===== src/design/rrld_consts.vh =====
// Constants for the retry reset and load diagnostics block.
// Assumes a 20 MHz clock and an AHB-Lite register port.
`ifndef RRLD_CONSTS_VH
`define RRLD_CONSTS_VH
// ----------------------------------------
// Register byte offsets
// ----------------------------------------
`define RRLD_OFS_CFG0   8'h00
`define RRLD_OFS_CFG1   8'h04
`define RRLD_OFS_GEN    8'h08
`define RRLD_OFS_FLT0   8'h0c
`define RRLD_OFS_FLT1   8'h10
`define RRLD_OFS_STAT   8'h14
// ----------------------------------------
// Channel config fields
// ----------------------------------------
`define RRLD_B_RETRY    0
`define RRLD_B_UNLIM    1
`define RRLD_B_LIGHT    2
`define RRLD_B_FAST     3
`define RRLD_B_INTPWM   4
`define RRLD_B_DIRDIS   5
`define RRLD_B_OSDIS    6
`define RRLD_B_OFFDIS   7
`define RRLD_B_ONDIS    8
`define RRLD_CFG_RST    9'h000
// ----------------------------------------
// General config fields
// ----------------------------------------
`define RRLD_B_SNSA     0
`define RRLD_B_SNSB     1
`define RRLD_B_TH       2
`define RRLD_B_RATIO    3
`define RRLD_GEN_RST    4'h0
// ----------------------------------------
// Fault fields
// ----------------------------------------
`define RRLD_F_ON       0
`define RRLD_F_OFF      1
`define RRLD_F_OS       2
// ----------------------------------------
// Timing
// ----------------------------------------
`define RRLD_CLK_HZ     20000000
`define RRLD_OPEN_LOAD_ON_FAULT_MS    150
`define RRLD_OPEN_LOAD_ON_FAULT_CYC   ((`RRLD_CLK_HZ / 1000) * `RRLD_OPEN_LOAD_ON_FAULT_MS)
`endif


===== src/design/rrld_top.v =====
// Retry counter reset, load diagnostics and sense select for two channels.
// Assumes analog comparators arrive as asynchronous pins; AHB-Lite slave.
// Function
// [RULE_01] Clear retry counter on fail-safe entry, sleep exit, power-on reset.
// [RULE_02] Clear retry counter when unlimited-retry bit written to one.
// [RULE_03] Clear retry counter when retry select toggles to disable retry.
// [RULE_04] Counter cleared by unlimited retry delatches; restart after one period.
// [RULE_05] Lighting profile: reset overcurrent duration at every retry attempt.
// [RULE_06] Motor mode: reset duration at first clean period turn-off only; code pulses at every clean period turn-off.
// [RULE_07] Diagnostic faults set sticky bits, never switch channel off.
// [RULE_08] Each diagnostic suppressed by its own disable bit, bits 8..6.
// [RULE_09] Short-to-supply checked only while off; fault pin live.
// [RULE_10] Short-to-supply bit stays until fault register read.
// [RULE_11] Open-load-off checked every off period; pin live, bit sticky.
// [RULE_12] Open-load-on pulls pin low, sets bit, channel stays on.
// [RULE_13] High ratio: read clears open-load-on if off, or cause gone.
// [RULE_14] Low ratio internal fast: check at first turn-off after 150 ms.
// [RULE_15] Low ratio direct input: check each turn-off; bit 5 selects internal.
// [RULE_16] Low ratio: read clears only after clean completed check.
// [RULE_17] Two select bits choose channel 0, channel 1 or temperature.
// [RULE_18] Overcurrent window active: sensing disabled, sense-valid pin high; code gates the channel select only, temperature select stays.
// [RULE_19] Track-and-hold bit: 0 synchronous, 1 holds pre-turn-off current.
// [RULE_20] Ratio bit picks sense ratio; low ratio lowers thresholds.
// [RULE_21] Four-bit retry counter; after 15 set full, one last retry.
// [RULE_22] Auto-retry enabled when retry select equals load type input.
// [RULE_23] Read returns pre-clear value; events during read are kept.
//
// Implementation choices: the AHB-Lite interface to the registers and the placing of the registers.
`timescale 1ns/100ps
`include "rrld_consts.vh"

module rrld_top
#(
    parameter OPEN_LOAD_ON_FAULT_CYC = `RRLD_OPEN_LOAD_ON_FAULT_CYC
)
(
    input  wire        clk,
    input  wire        rst_b,
    input  wire        hsel,
    input  wire [7:0]  haddr,
    input  wire [1:0]  htrans,
    input  wire        hwrite,
    input  wire [2:0]  hsize,
    input  wire [31:0] hwdata,
    input  wire        hready,
    output wire [31:0] hrdata,
    output wire        hreadyout,
    output wire        hresp,
    input  wire        failsafe_enter,
    input  wire        sleep_exit,
    input  wire        por_event,
    input  wire [1:0]  load_type_input,
    input  wire [1:0]  chan_on,
    input  wire [1:0]  retry_attempt,
    input  wire [1:0]  retry_fault,
    input  wire [1:0]  oc_active,
    input  wire [1:0]  os_cmp,
    input  wire [1:0]  off_cmp,
    input  wire [1:0]  on_cmp,
    output wire [1:0]  latched_off,
    output wire [1:0]  retry_full,
    output wire [1:0]  dur_clear,
    output wire [1:0]  sense_chan,
    output wire        sense_temp,
    output wire        sense_hold,
    output wire        low_sense_ratio,
    output wire        fault_status_pin_n,
    output wire        sense_valid_pin_n
);
// ----------------------------------------
// Reset release and input synchronisers
// ----------------------------------------
reg  [1:0]  rst_sync_reg;
wire        rst_n = rst_sync_reg[1];
always @(posedge clk or negedge rst_b)
    if (!rst_b)
        rst_sync_reg <= 2'h0;
    else
        rst_sync_reg <= {rst_sync_reg[0], 1'b1};

// Analog flags are asynchronous: two flops before any logic
localparam NS = 19;
wire [NS-1:0] raw = {failsafe_enter, sleep_exit, por_event, load_type_input,
                     chan_on, retry_attempt, retry_fault, oc_active, os_cmp,
                     off_cmp, on_cmp};
reg  [NS-1:0] s1_reg;
reg  [NS-1:0] s2_reg;
always @(posedge clk or negedge rst_n)
    if (!rst_n)
    begin
        s1_reg <= {NS{1'b0}};
        s2_reg <= {NS{1'b0}};
    end
    else
    begin
        s1_reg <= raw;
        s2_reg <= s1_reg;
    end
wire       fs_s   = s2_reg[18];
wire       slp_s  = s2_reg[17];
wire       por_s  = s2_reg[16];
wire [1:0] ltype  = s2_reg[15:14];
wire [1:0] on_s   = s2_reg[13:12];
wire [1:0] att_s  = s2_reg[11:10];
wire [1:0] flt_s  = s2_reg[9:8];
wire [1:0] oc_s   = s2_reg[7:6];
wire [1:0] os_s   = s2_reg[5:4];
wire [1:0] off_s  = s2_reg[3:2];
wire [1:0] onc_s  = s2_reg[1:0];
reg  [2:0] ev_reg;
always @(posedge clk or negedge rst_n)
    if (!rst_n)
        ev_reg <= 3'h0;
    else
        ev_reg <= {fs_s, slp_s, por_s};
wire glob_clr = (fs_s & ~ev_reg[2]) | (slp_s & ~ev_reg[1])
              | (por_s & ~ev_reg[0]);                          // [RULE_01]

// ----------------------------------------
// AHB-Lite slave
// ----------------------------------------
reg         ap_wr_reg;
reg         ap_rd_reg;
reg  [7:0]  ap_addr_reg;
reg  [31:0] rdata_reg;
wire        ap_go = hsel & hready & htrans[1];
always @(posedge clk or negedge rst_n)
    if (!rst_n)
    begin
        ap_wr_reg   <= 1'b0;
        ap_rd_reg   <= 1'b0;
        ap_addr_reg <= 8'h00;
    end
    else
    begin
        ap_wr_reg   <= ap_go & hwrite;
        ap_rd_reg   <= ap_go & ~hwrite;
        ap_addr_reg <= haddr;
    end
assign hreadyout = 1'b1;
assign hresp     = 1'b0;
assign hrdata    = rdata_reg;

reg  [8:0]  cfg_reg [0:1];
reg  [3:0]  gen_reg;
reg  [2:0]  flt_reg [0:1];
wire        wr_cfg0 = ap_wr_reg & (ap_addr_reg == `RRLD_OFS_CFG0);
wire        wr_cfg1 = ap_wr_reg & (ap_addr_reg == `RRLD_OFS_CFG1);
wire        wr_gen  = ap_wr_reg & (ap_addr_reg == `RRLD_OFS_GEN);
wire        rd_f0   = ap_rd_reg & (ap_addr_reg == `RRLD_OFS_FLT0);
wire        rd_f1   = ap_rd_reg & (ap_addr_reg == `RRLD_OFS_FLT1);
wire [1:0]  wr_cfg  = {wr_cfg1, wr_cfg0};
wire [1:0]  rd_flt  = {rd_f1, rd_f0};

// Read data registered from pre-clear values
reg  [3:0]  cnt_reg [0:1];
reg  [1:0]  full_reg;
reg  [1:0]  latch_reg;
always @(posedge clk or negedge rst_n)
    if (!rst_n)
        rdata_reg <= 32'h0;
    else if (!(ap_go & ~hwrite))
        rdata_reg <= 32'h0;
    else if (haddr == `RRLD_OFS_CFG0)
        rdata_reg <= {23'h0, cfg_reg[0]};
    else if (haddr == `RRLD_OFS_CFG1)
        rdata_reg <= {23'h0, cfg_reg[1]};
    else if (haddr == `RRLD_OFS_GEN)
        rdata_reg <= {28'h0, gen_reg};
    else if (haddr == `RRLD_OFS_FLT0)
        rdata_reg <= {29'h0, flt_reg[0]};                      // [RULE_23]
    else if (haddr == `RRLD_OFS_FLT1)
        rdata_reg <= {29'h0, flt_reg[1]};
    else if (haddr == `RRLD_OFS_STAT)
        rdata_reg <= {16'h0, cnt_reg[1], cnt_reg[0], latch_reg,
                      full_reg, 4'h0};
    else
        rdata_reg <= 32'h0;

always @(posedge clk or negedge rst_n)
    if (!rst_n)
        gen_reg <= `RRLD_GEN_RST;
    else if (wr_gen)
        gen_reg <= hwdata[3:0];

// ----------------------------------------
// Sense selection
// ----------------------------------------
wire any_oc = |oc_s;
reg  [1:0]  schan_reg;
reg         stemp_reg;
reg         shold_reg;
reg         sratio_reg;
reg         svalid_n_reg;
always @(posedge clk or negedge rst_n)
    if (!rst_n)
    begin
        schan_reg    <= 2'h0;
        stemp_reg    <= 1'b0;
        shold_reg    <= 1'b0;
        sratio_reg   <= 1'b0;
        svalid_n_reg <= 1'b1;
    end
    else
    begin
        // 01 ch0, 10 ch1, 11 temperature; current off in OC window
        schan_reg[0] <= ~any_oc & (gen_reg[1:0] == 2'h1);      // [RULE_17] [RULE_18]
        schan_reg[1] <= ~any_oc & (gen_reg[1:0] == 2'h2);      // [RULE_17] [RULE_18]
        stemp_reg    <= (gen_reg[1:0] == 2'h3);                // [RULE_17]
        shold_reg    <= gen_reg[`RRLD_B_TH];                   // [RULE_19]
        sratio_reg   <= gen_reg[`RRLD_B_RATIO];                // [RULE_20]
        // Valid only while a selected channel conducts outside OC
        svalid_n_reg <= any_oc | ~(|(schan_reg & on_s));       // [RULE_18] [RULE_19]
    end
assign sense_chan      = schan_reg;
assign sense_temp      = stemp_reg;
assign sense_hold      = shold_reg;
assign low_sense_ratio = sratio_reg;                           // [RULE_20]
assign sense_valid_pin_n = svalid_n_reg;

// ----------------------------------------
// Per-channel retry and diagnostics
// ----------------------------------------
reg  [1:0]  on_d_reg;
reg  [1:0]  att_d_reg;
reg  [1:0]  dclr_reg;
reg  [1:0]  ocseen_reg;
reg  [1:0]  live_reg;
reg  [1:0]  okchk_reg;
reg  [31:0] tmr_reg [0:1];
reg  [1:0]  restart_reg;
wire [1:0]  live_next;
genvar g;
generate
for (g = 0; g < 2; g = g + 1)
begin : ch
    wire [8:0] c      = cfg_reg[g];
    wire [8:0] nc     = hwdata[8:0];
    wire       toff   = on_d_reg[g] & ~on_s[g];
    wire       att    = att_s[g] & ~att_d_reg[g];
    wire       en_now = (c[`RRLD_B_RETRY] == ltype[g]);        // [RULE_22]
    wire       unl_set = wr_cfg[g] & nc[`RRLD_B_UNLIM];        // [RULE_02]
    wire       dis_tog = wr_cfg[g] & en_now
                       & (nc[`RRLD_B_RETRY] != ltype[g]);      // [RULE_03]
    wire       cnt_clr = glob_clr | unl_set | dis_tog;
    wire       lowr   = gen_reg[`RRLD_B_RATIO];
    wire       tmo    = (tmr_reg[g] >= OPEN_LOAD_ON_FAULT_CYC - 1);
    wire       intctl = c[`RRLD_B_INTPWM] | c[`RRLD_B_DIRDIS]; // [RULE_15]
    wire       chk    = lowr & c[`RRLD_B_FAST] & toff
                      & (intctl ? tmo : 1'b1);                 // [RULE_14] [RULE_15]
    // Set sources, gated by disables; never touch channel state
    wire       set_os  = ~c[`RRLD_B_OSDIS] & ~on_s[g] & os_s[g];   // [RULE_07] [RULE_08] [RULE_09]
    wire       set_off = ~c[`RRLD_B_OFFDIS] & ~on_s[g] & off_s[g]; // [RULE_08] [RULE_11]
    wire       on_hi   = ~c[`RRLD_B_ONDIS] & ~lowr & on_s[g] & onc_s[g];
    wire       on_lo   = ~c[`RRLD_B_ONDIS] & chk & onc_s[g];
    wire       set_on  = on_hi | on_lo;                        // [RULE_12]
    // Read clear conditions; set wins over clear
    wire       clr_on  = rd_flt[g] & (lowr ? okchk_reg[g]      // [RULE_16]
                       : (~on_s[g] | ~onc_s[g]));              // [RULE_13]
    wire [2:0] f      = flt_reg[g];
    assign live_next[g] = set_os | set_off | set_on
                        | (on_hi);                             // [RULE_09] [RULE_11] [RULE_12]
    always @(posedge clk or negedge rst_n)
        if (!rst_n)
        begin
            cfg_reg[g]    <= `RRLD_CFG_RST;
            flt_reg[g]    <= 3'h0;
            cnt_reg[g]    <= 4'h0;
            tmr_reg[g]    <= 32'h0;
            on_d_reg[g]   <= 1'b0;
            att_d_reg[g]  <= 1'b0;
            dclr_reg[g]   <= 1'b0;
            ocseen_reg[g] <= 1'b0;
            okchk_reg[g]  <= 1'b0;
            full_reg[g]   <= 1'b0;
            latch_reg[g]  <= 1'b0;
            restart_reg[g] <= 1'b0;
        end
        else
        begin
            on_d_reg[g]  <= on_s[g];
            att_d_reg[g] <= att_s[g];
            if (wr_cfg[g])
                cfg_reg[g] <= nc;
            flt_reg[g][`RRLD_F_OS]  <= set_os
                | (f[`RRLD_F_OS] & ~rd_flt[g]);                // [RULE_10] [RULE_23]
            flt_reg[g][`RRLD_F_OFF] <= set_off
                | (f[`RRLD_F_OFF] & ~rd_flt[g]);               // [RULE_11] [RULE_23]
            flt_reg[g][`RRLD_F_ON]  <= set_on
                | (f[`RRLD_F_ON] & ~clr_on);                   // [RULE_12] [RULE_23]
            if (chk)
                okchk_reg[g] <= ~onc_s[g];
            else if (rd_flt[g])
                okchk_reg[g] <= 1'b0;
            if (chk | ~lowr)
                tmr_reg[g] <= 32'h0;                           // [RULE_14]
            else if (!tmo)
                tmr_reg[g] <= tmr_reg[g] + 32'h1;
            // Retry counter and latching
            if (cnt_clr)
            begin
                cnt_reg[g]  <= 4'h0;                           // [RULE_01] [RULE_02] [RULE_03]
                full_reg[g] <= 1'b0;
                if (unl_set & latch_reg[g])
                begin
                    latch_reg[g]   <= 1'b0;                    // [RULE_04]
                    restart_reg[g] <= en_now;                  // [RULE_04]
                end
            end
            else if (att & en_now & ~c[`RRLD_B_UNLIM])
            begin
                restart_reg[g] <= 1'b0;
                if (full_reg[g] & flt_s[g])
                    latch_reg[g] <= 1'b1;                      // [RULE_21]
                else if (cnt_reg[g] == 4'hf)
                    full_reg[g] <= 1'b1;                       // [RULE_21]
                else
                begin
                    cnt_reg[g] <= cnt_reg[g] + 4'h1;
                    if (cnt_reg[g] == 4'he)
                        full_reg[g] <= 1'b1;                   // [RULE_21]
                end
            end
            else if (att)
                restart_reg[g] <= 1'b0;
            // Duration counter reset policy
            if (oc_s[g])
                ocseen_reg[g] <= 1'b1;
            else if (toff)
                ocseen_reg[g] <= 1'b0;
            dclr_reg[g] <= c[`RRLD_B_LIGHT] ? att                // [RULE_05]
                         : (toff & ~ocseen_reg[g] & ~oc_s[g]); // [RULE_06]
        end
end
endgenerate

// ----------------------------------------
// Fault pin, live indication
// ----------------------------------------
always @(posedge clk or negedge rst_n)
    if (!rst_n)
        live_reg <= 2'h0;
    else
        live_reg <= live_next;                                 // [RULE_09]
assign fault_status_pin_n = ~(|live_reg);
assign latched_off = latch_reg;
assign retry_full  = full_reg;
assign dur_clear   = dclr_reg;

endmodule // rrld_top


===== config.mk =====
export PLATFORM = sky130hd
export DESIGN_NAME = rrld_top
export DESIGN_NICKNAME = d
export VERILOG_FILES = /design/src/design/rrld_top.v
export VERILOG_INCLUDE_DIRS = /design/src /design/src/design
export SDC_FILE = /design/constraint.sdc
export NUM_CORES = 1
export LEC_CHECK = 0
export BUFFER_PORTS_ARGS = -buffer_cell sky130_fd_sc_hd__buf_2
export CAP_MARGIN = 25
export CORE_MARGIN = 2
export CORE_UTILIZATION = 50
export DETAILED_ROUTE_END_ITERATION = 10
export PLACE_DENSITY = 0.74
export REMOVE_ABC_BUFFERS = 1
export SKIP_LAST_GASP = 1
export SLEW_MARGIN = 20
export SYNTH_ARGS = -nofsm -noshare
export SYNTH_HDL_FRONTEND = slang
export SYNTH_SLANG_ARGS = --single-unit

===== constraint.sdc =====
create_clock -name clk -period 5.25 [get_ports clk]
set_input_delay 1.05 -clock clk [delete_from_list [all_inputs] [get_ports clk]]
set_output_delay 1.05 -clock clk [all_outputs]
set_load 0.02 [all_outputs]

==> results.md <==
- The first global-routing pass estimated around 27,000 um of wire.
- Setup repair after global routing left no endpoint under its margin.
- The adder and majority cell fraction of the synthesized area is 0.941%.
- The aggregate global routing overflow is 0.
- Sorting the synthesized cells by area gives the leading types as dfrtp_1, a21oi_1, nor2_1.
- The register area share after synthesis is 59.9%.
- The post-synthesis instance area is 7980 um2.
- Summing internal, switching and leakage power gives 2.97 mW.
- The final routed wirelength across all metal layers is 16,300 um.
- For this run, design rule violations remaining after detail routing come to 0.
- The post-synthesis register bit count is 191.
- The count of distinct cell types in the synthesized netlist is 59.
- For the worst-skew pair, the clock arrives at the later sink with an insertion delay of 0.43 ns.
- The master cell of the clock root buffer is clkbuf_16.
- The register with the most flip-flops in the layout has 64 of them.
- For the worst setup path, the data required time is between 5 and 6 ns.
- At the end of routability-driven placement, the weighted congestion stood at 0.814.
- The clock passes through at most 2 buffers.
- The number of cells produced by synthesis is 711.
- Once routing completed, OpenROAD measured the worst setup slack at approximately 2.3 ns.
- The final core area utilization is 57.8%.
- The smallest clock period supported by the final layout is computed as 2.99 ns.
- The first-iteration detailed-routing DRC count is 376.
- After synthesis, the largest family of logic cells by area is simple AND/OR/NAND/NOR gates.
- The tool flagged a number of max-cap violations equal to 0.
- Measured against its own limit, the worst slew margin works out to between 30 and 40%.
- The area share of the largest cell type after synthesis is 59.6%.
- The leakage dissipation is roughly 4.0 nW.
- The first detailed-routing pass took 4 iterations.
- The post-route cell area is 9080 um2.
- The total clock buffers created by CTS is 17.
- Between clock sinks in the finished design, the worst skew comes to 0.00895 ns.
- For this run, the post-layout net count is 861.
- After clock tree synthesis, the clock-pin slew on the worst setup and hold paths is 0.07 ns.
- The final number of setup-violating endpoints is 0.
- The via count of the first global-routing pass is 5,652.
- The worst-case IR drop observed on VDD is 0.000254 V.
- The count of buffers added on input and output ports is 70.
- After Yosys synthesis, XOR and XNOR cells account for 2.97% of the synthesized area.
- The aggregate negative setup slack is 0 ns.
- The arrival time at the worst endpoint is 3.35 ns.
- The clock tree synthesis step divided the H-tree into 4 levels.
- Once detail routing completed, the nets flagged for antenna violations numbered 0.
- The HPWL after detailed placement is 11,300 um.
- The initial core utilization is 50.8%.
- The detailed-route wire length per cell is 16.1 um.
- The largest net degree at the start of global routing is 165.
- The die span in y is 130 um.
- The count of instances resized after the clock tree is built is 0.
- The TritonCTS sink count is roughly 190.
- The total power divided by cell area is ~330 nW/um2.
- The initial antenna violation count was 0.
- Hold timing on the final database bottoms out at a slack of 0.241 ns.
- The class of the most critical hold timing path is flop to async pin.
- Of the cells placed in the final design, the portion with a size suffix greater than 1 is 17.0%.
- The most area-hungry cell type in the Yosys netlist is dfrtp_1.
- TritonCTS built the clock tree.
- The area of the die is between 15,000 and 20,000 um2.
- Based on the critical path, the design can be clocked at up to 335 MHz.
- Across every metal layer, demand over resource in global routing totals 20.7%.
- The total instance count after detailed placement is 983.
- The run finished with clean final reports.
- The multiplexer fraction of the synthesized cell area is between 4 and 5%.
- The transition time at the pin with the least slew margin is 1.01 ns.
- After clock tree synthesis, the flow added hold-fix buffers numbering 0.
- The number of top-level pins is approximately 120.
- From synthesis to final layout, the design area changed by 13.9%.
- The die is 130 um wide.
- The category of the most critical setup path is input pin to flop.
- Once the clock tree was built, the setup fixing pass inserted 0 buffers.
- The worst setup path is captured at a flop.
- The placed instances occupy a cell area of between 8000 and 9000 um2.
- The final route contains 5,633 vias.
- The total number of placement rows is between 40 and 50.
- The number of hold violations in the final report was 0.
- Summing the areas of all and, or, nand and nor instances in the mapped netlist gives 16.6% of the synthesized area.
- The synthesized netlist devotes 10.3% of its cell area to compound gates.
- The number of synthesis warnings is 0.
- The critical path startpoint category is an input pin.
- The final cell count without fillers is 1,015.
- The final-report max-slew violation count was 0.
- The average cell area after synthesis is 11.2 um2.
- The floorplan step defined a core boundary enclosing roughly 16,000 um2.
- The part of the cycle the worst path needs is 56.9%.
- The proportion of synthesized flip-flops having asynchronous set or reset is 100%.
- Yosys mapped a number of flops with a built-in enable equal to 0.
- OpenSTA, run right after detailed placement, puts the worst setup slack at between 1.5 and 2 ns.
- After detailed routing, the number of vias per cell comes to 5.55.
- The number of diodes added for antenna fixing is 0.
- Of all nets on the critical path, the largest fanout is 7.
- Among all flip-flop cells after synthesis, the most frequent one is dfrtp_1.
## logic make-up (layout without fill, tap and decap cells)
kind of cell | after synthesis | after routing
AOI/OAI and AO/OA | 129 | 129
xor gates and xnor gates | 27 | 27
adders and majority gates | 6 | 6
buffers and inverters | 75 | 146
DFF | 191 | 191
muxes | 35 | 35
other | 2 | 19
and+or+nand+nor | 246 | 246
## cell usage in the layout, fill, tap and decap left out, types with 15 or more instances in the layout
cell type | netlist | routed
dfrtp_1 | 190 | 189
buf_2 | 5 | 70
nor2_1 | 60 | 60
a21oi_1 | 47 | 47
inv_1 | 38 | 38
nand2_1 | 33 | 33
o21ai_0 | 32 | 32
and2_1 | 23 | 23
nand3_1 | 19 | 19
mux2_2 | 19 | 19
xnor2_1 | 19 | 19
conb_1 | 2 | 19
clkbuf_16 | 0 | 17
nor4_1 | 16 | 16
nor3_1 | 16 | 16
mux2i_1 | 16 | 16
nand4_1 | 16 | 16
or3_1 | 15 | 15
## cells in the mapped netlist, types with 3 or more instances
cell type,count
nor4b_1,8
ha_1,6
o31ai_1,5
nand2b_1,11
a21o_1,3
mux2i_1,16
a31oi_1,6
clkbuf_1,13
mux2_2,19
buf_2,5
nand3_1,19
o21ai_0,32
xnor2_1,19
a21oi_1,47
or4_1,11
nor2b_1,4
o2111ai_1,4
a211oi_1,4
or3_1,15
nand4_1,16
buf_4,18
nor3_1,16
xor2_1,8
and2_1,23
and3_1,3
o21ai_1,3
nand2_1,33
nor2_1,60
inv_1,38
dfrtp_1,190
nor4_1,16
## layer usage
layer	share of wire (%)	track usage, %	vias up
met4	1.9	7.15	0
met3	4.8	5.29	25
met1	42	26.2	2827
met2	51	34.8	147
li1	-	-	2634
met5	0	0	-
## cell type report
cell class	count	area (um2)
Tap cell	216	270
Clock inverter	12	124
Multi-Input combinational cell	462	2920
Fill cell	1270	6630
Inverter	38	143
Timing Repair Buffer	76	408
Sequential cell	191	4780
Clock buffer	20	437
## worst max-delay path: stages
cell and delay, ns:
buf_2 0.11, or4_1 0.56, nor4_1 0.70, nand2b_1 0.35, nor2_1 0.39, and2_1 0.19
## final timing paths
path | startpoint | to | slack [ns] | cells after the start
setup / recovery | haddr[0] | hrdata[15]$_DFF_PN0_ | 2.26 | 6
hold / removal | rst_sync_reg[1]$_DFF_PN0_ | sense_chan[1]$_DFF_PN0_ | 0.24 | 0
setup reg to reg | tmr_reg[0]$_DFFE_PN0P_ | tmr_reg[11]$_DFFE_PN0P_ | 2.59 | 6
hold reg to reg | rst_sync_reg[1]$_DFF_PN0_ | sense_chan[1]$_DFF_PN0_ | 0.24 | 0
max in group asynchronous | rst_sync_reg[1]$_DFF_PN0_ | cnt_reg[2]$_DFFE_PN0P_ | 3.83 | 1
min in group clk | s1_reg[0]$_DFF_PN0_ | s2_reg[0]$_DFF_PN0_ | 0.35 | 0
## report_power, final
part           switching, mW  total [mW]  internal, mW
sequential            0.0424        1.56          1.52
clock                  0.567        1.23         0.667
combinational          0.116       0.174        0.0581
No activity file was read; power rests on OpenSTA's default activity.
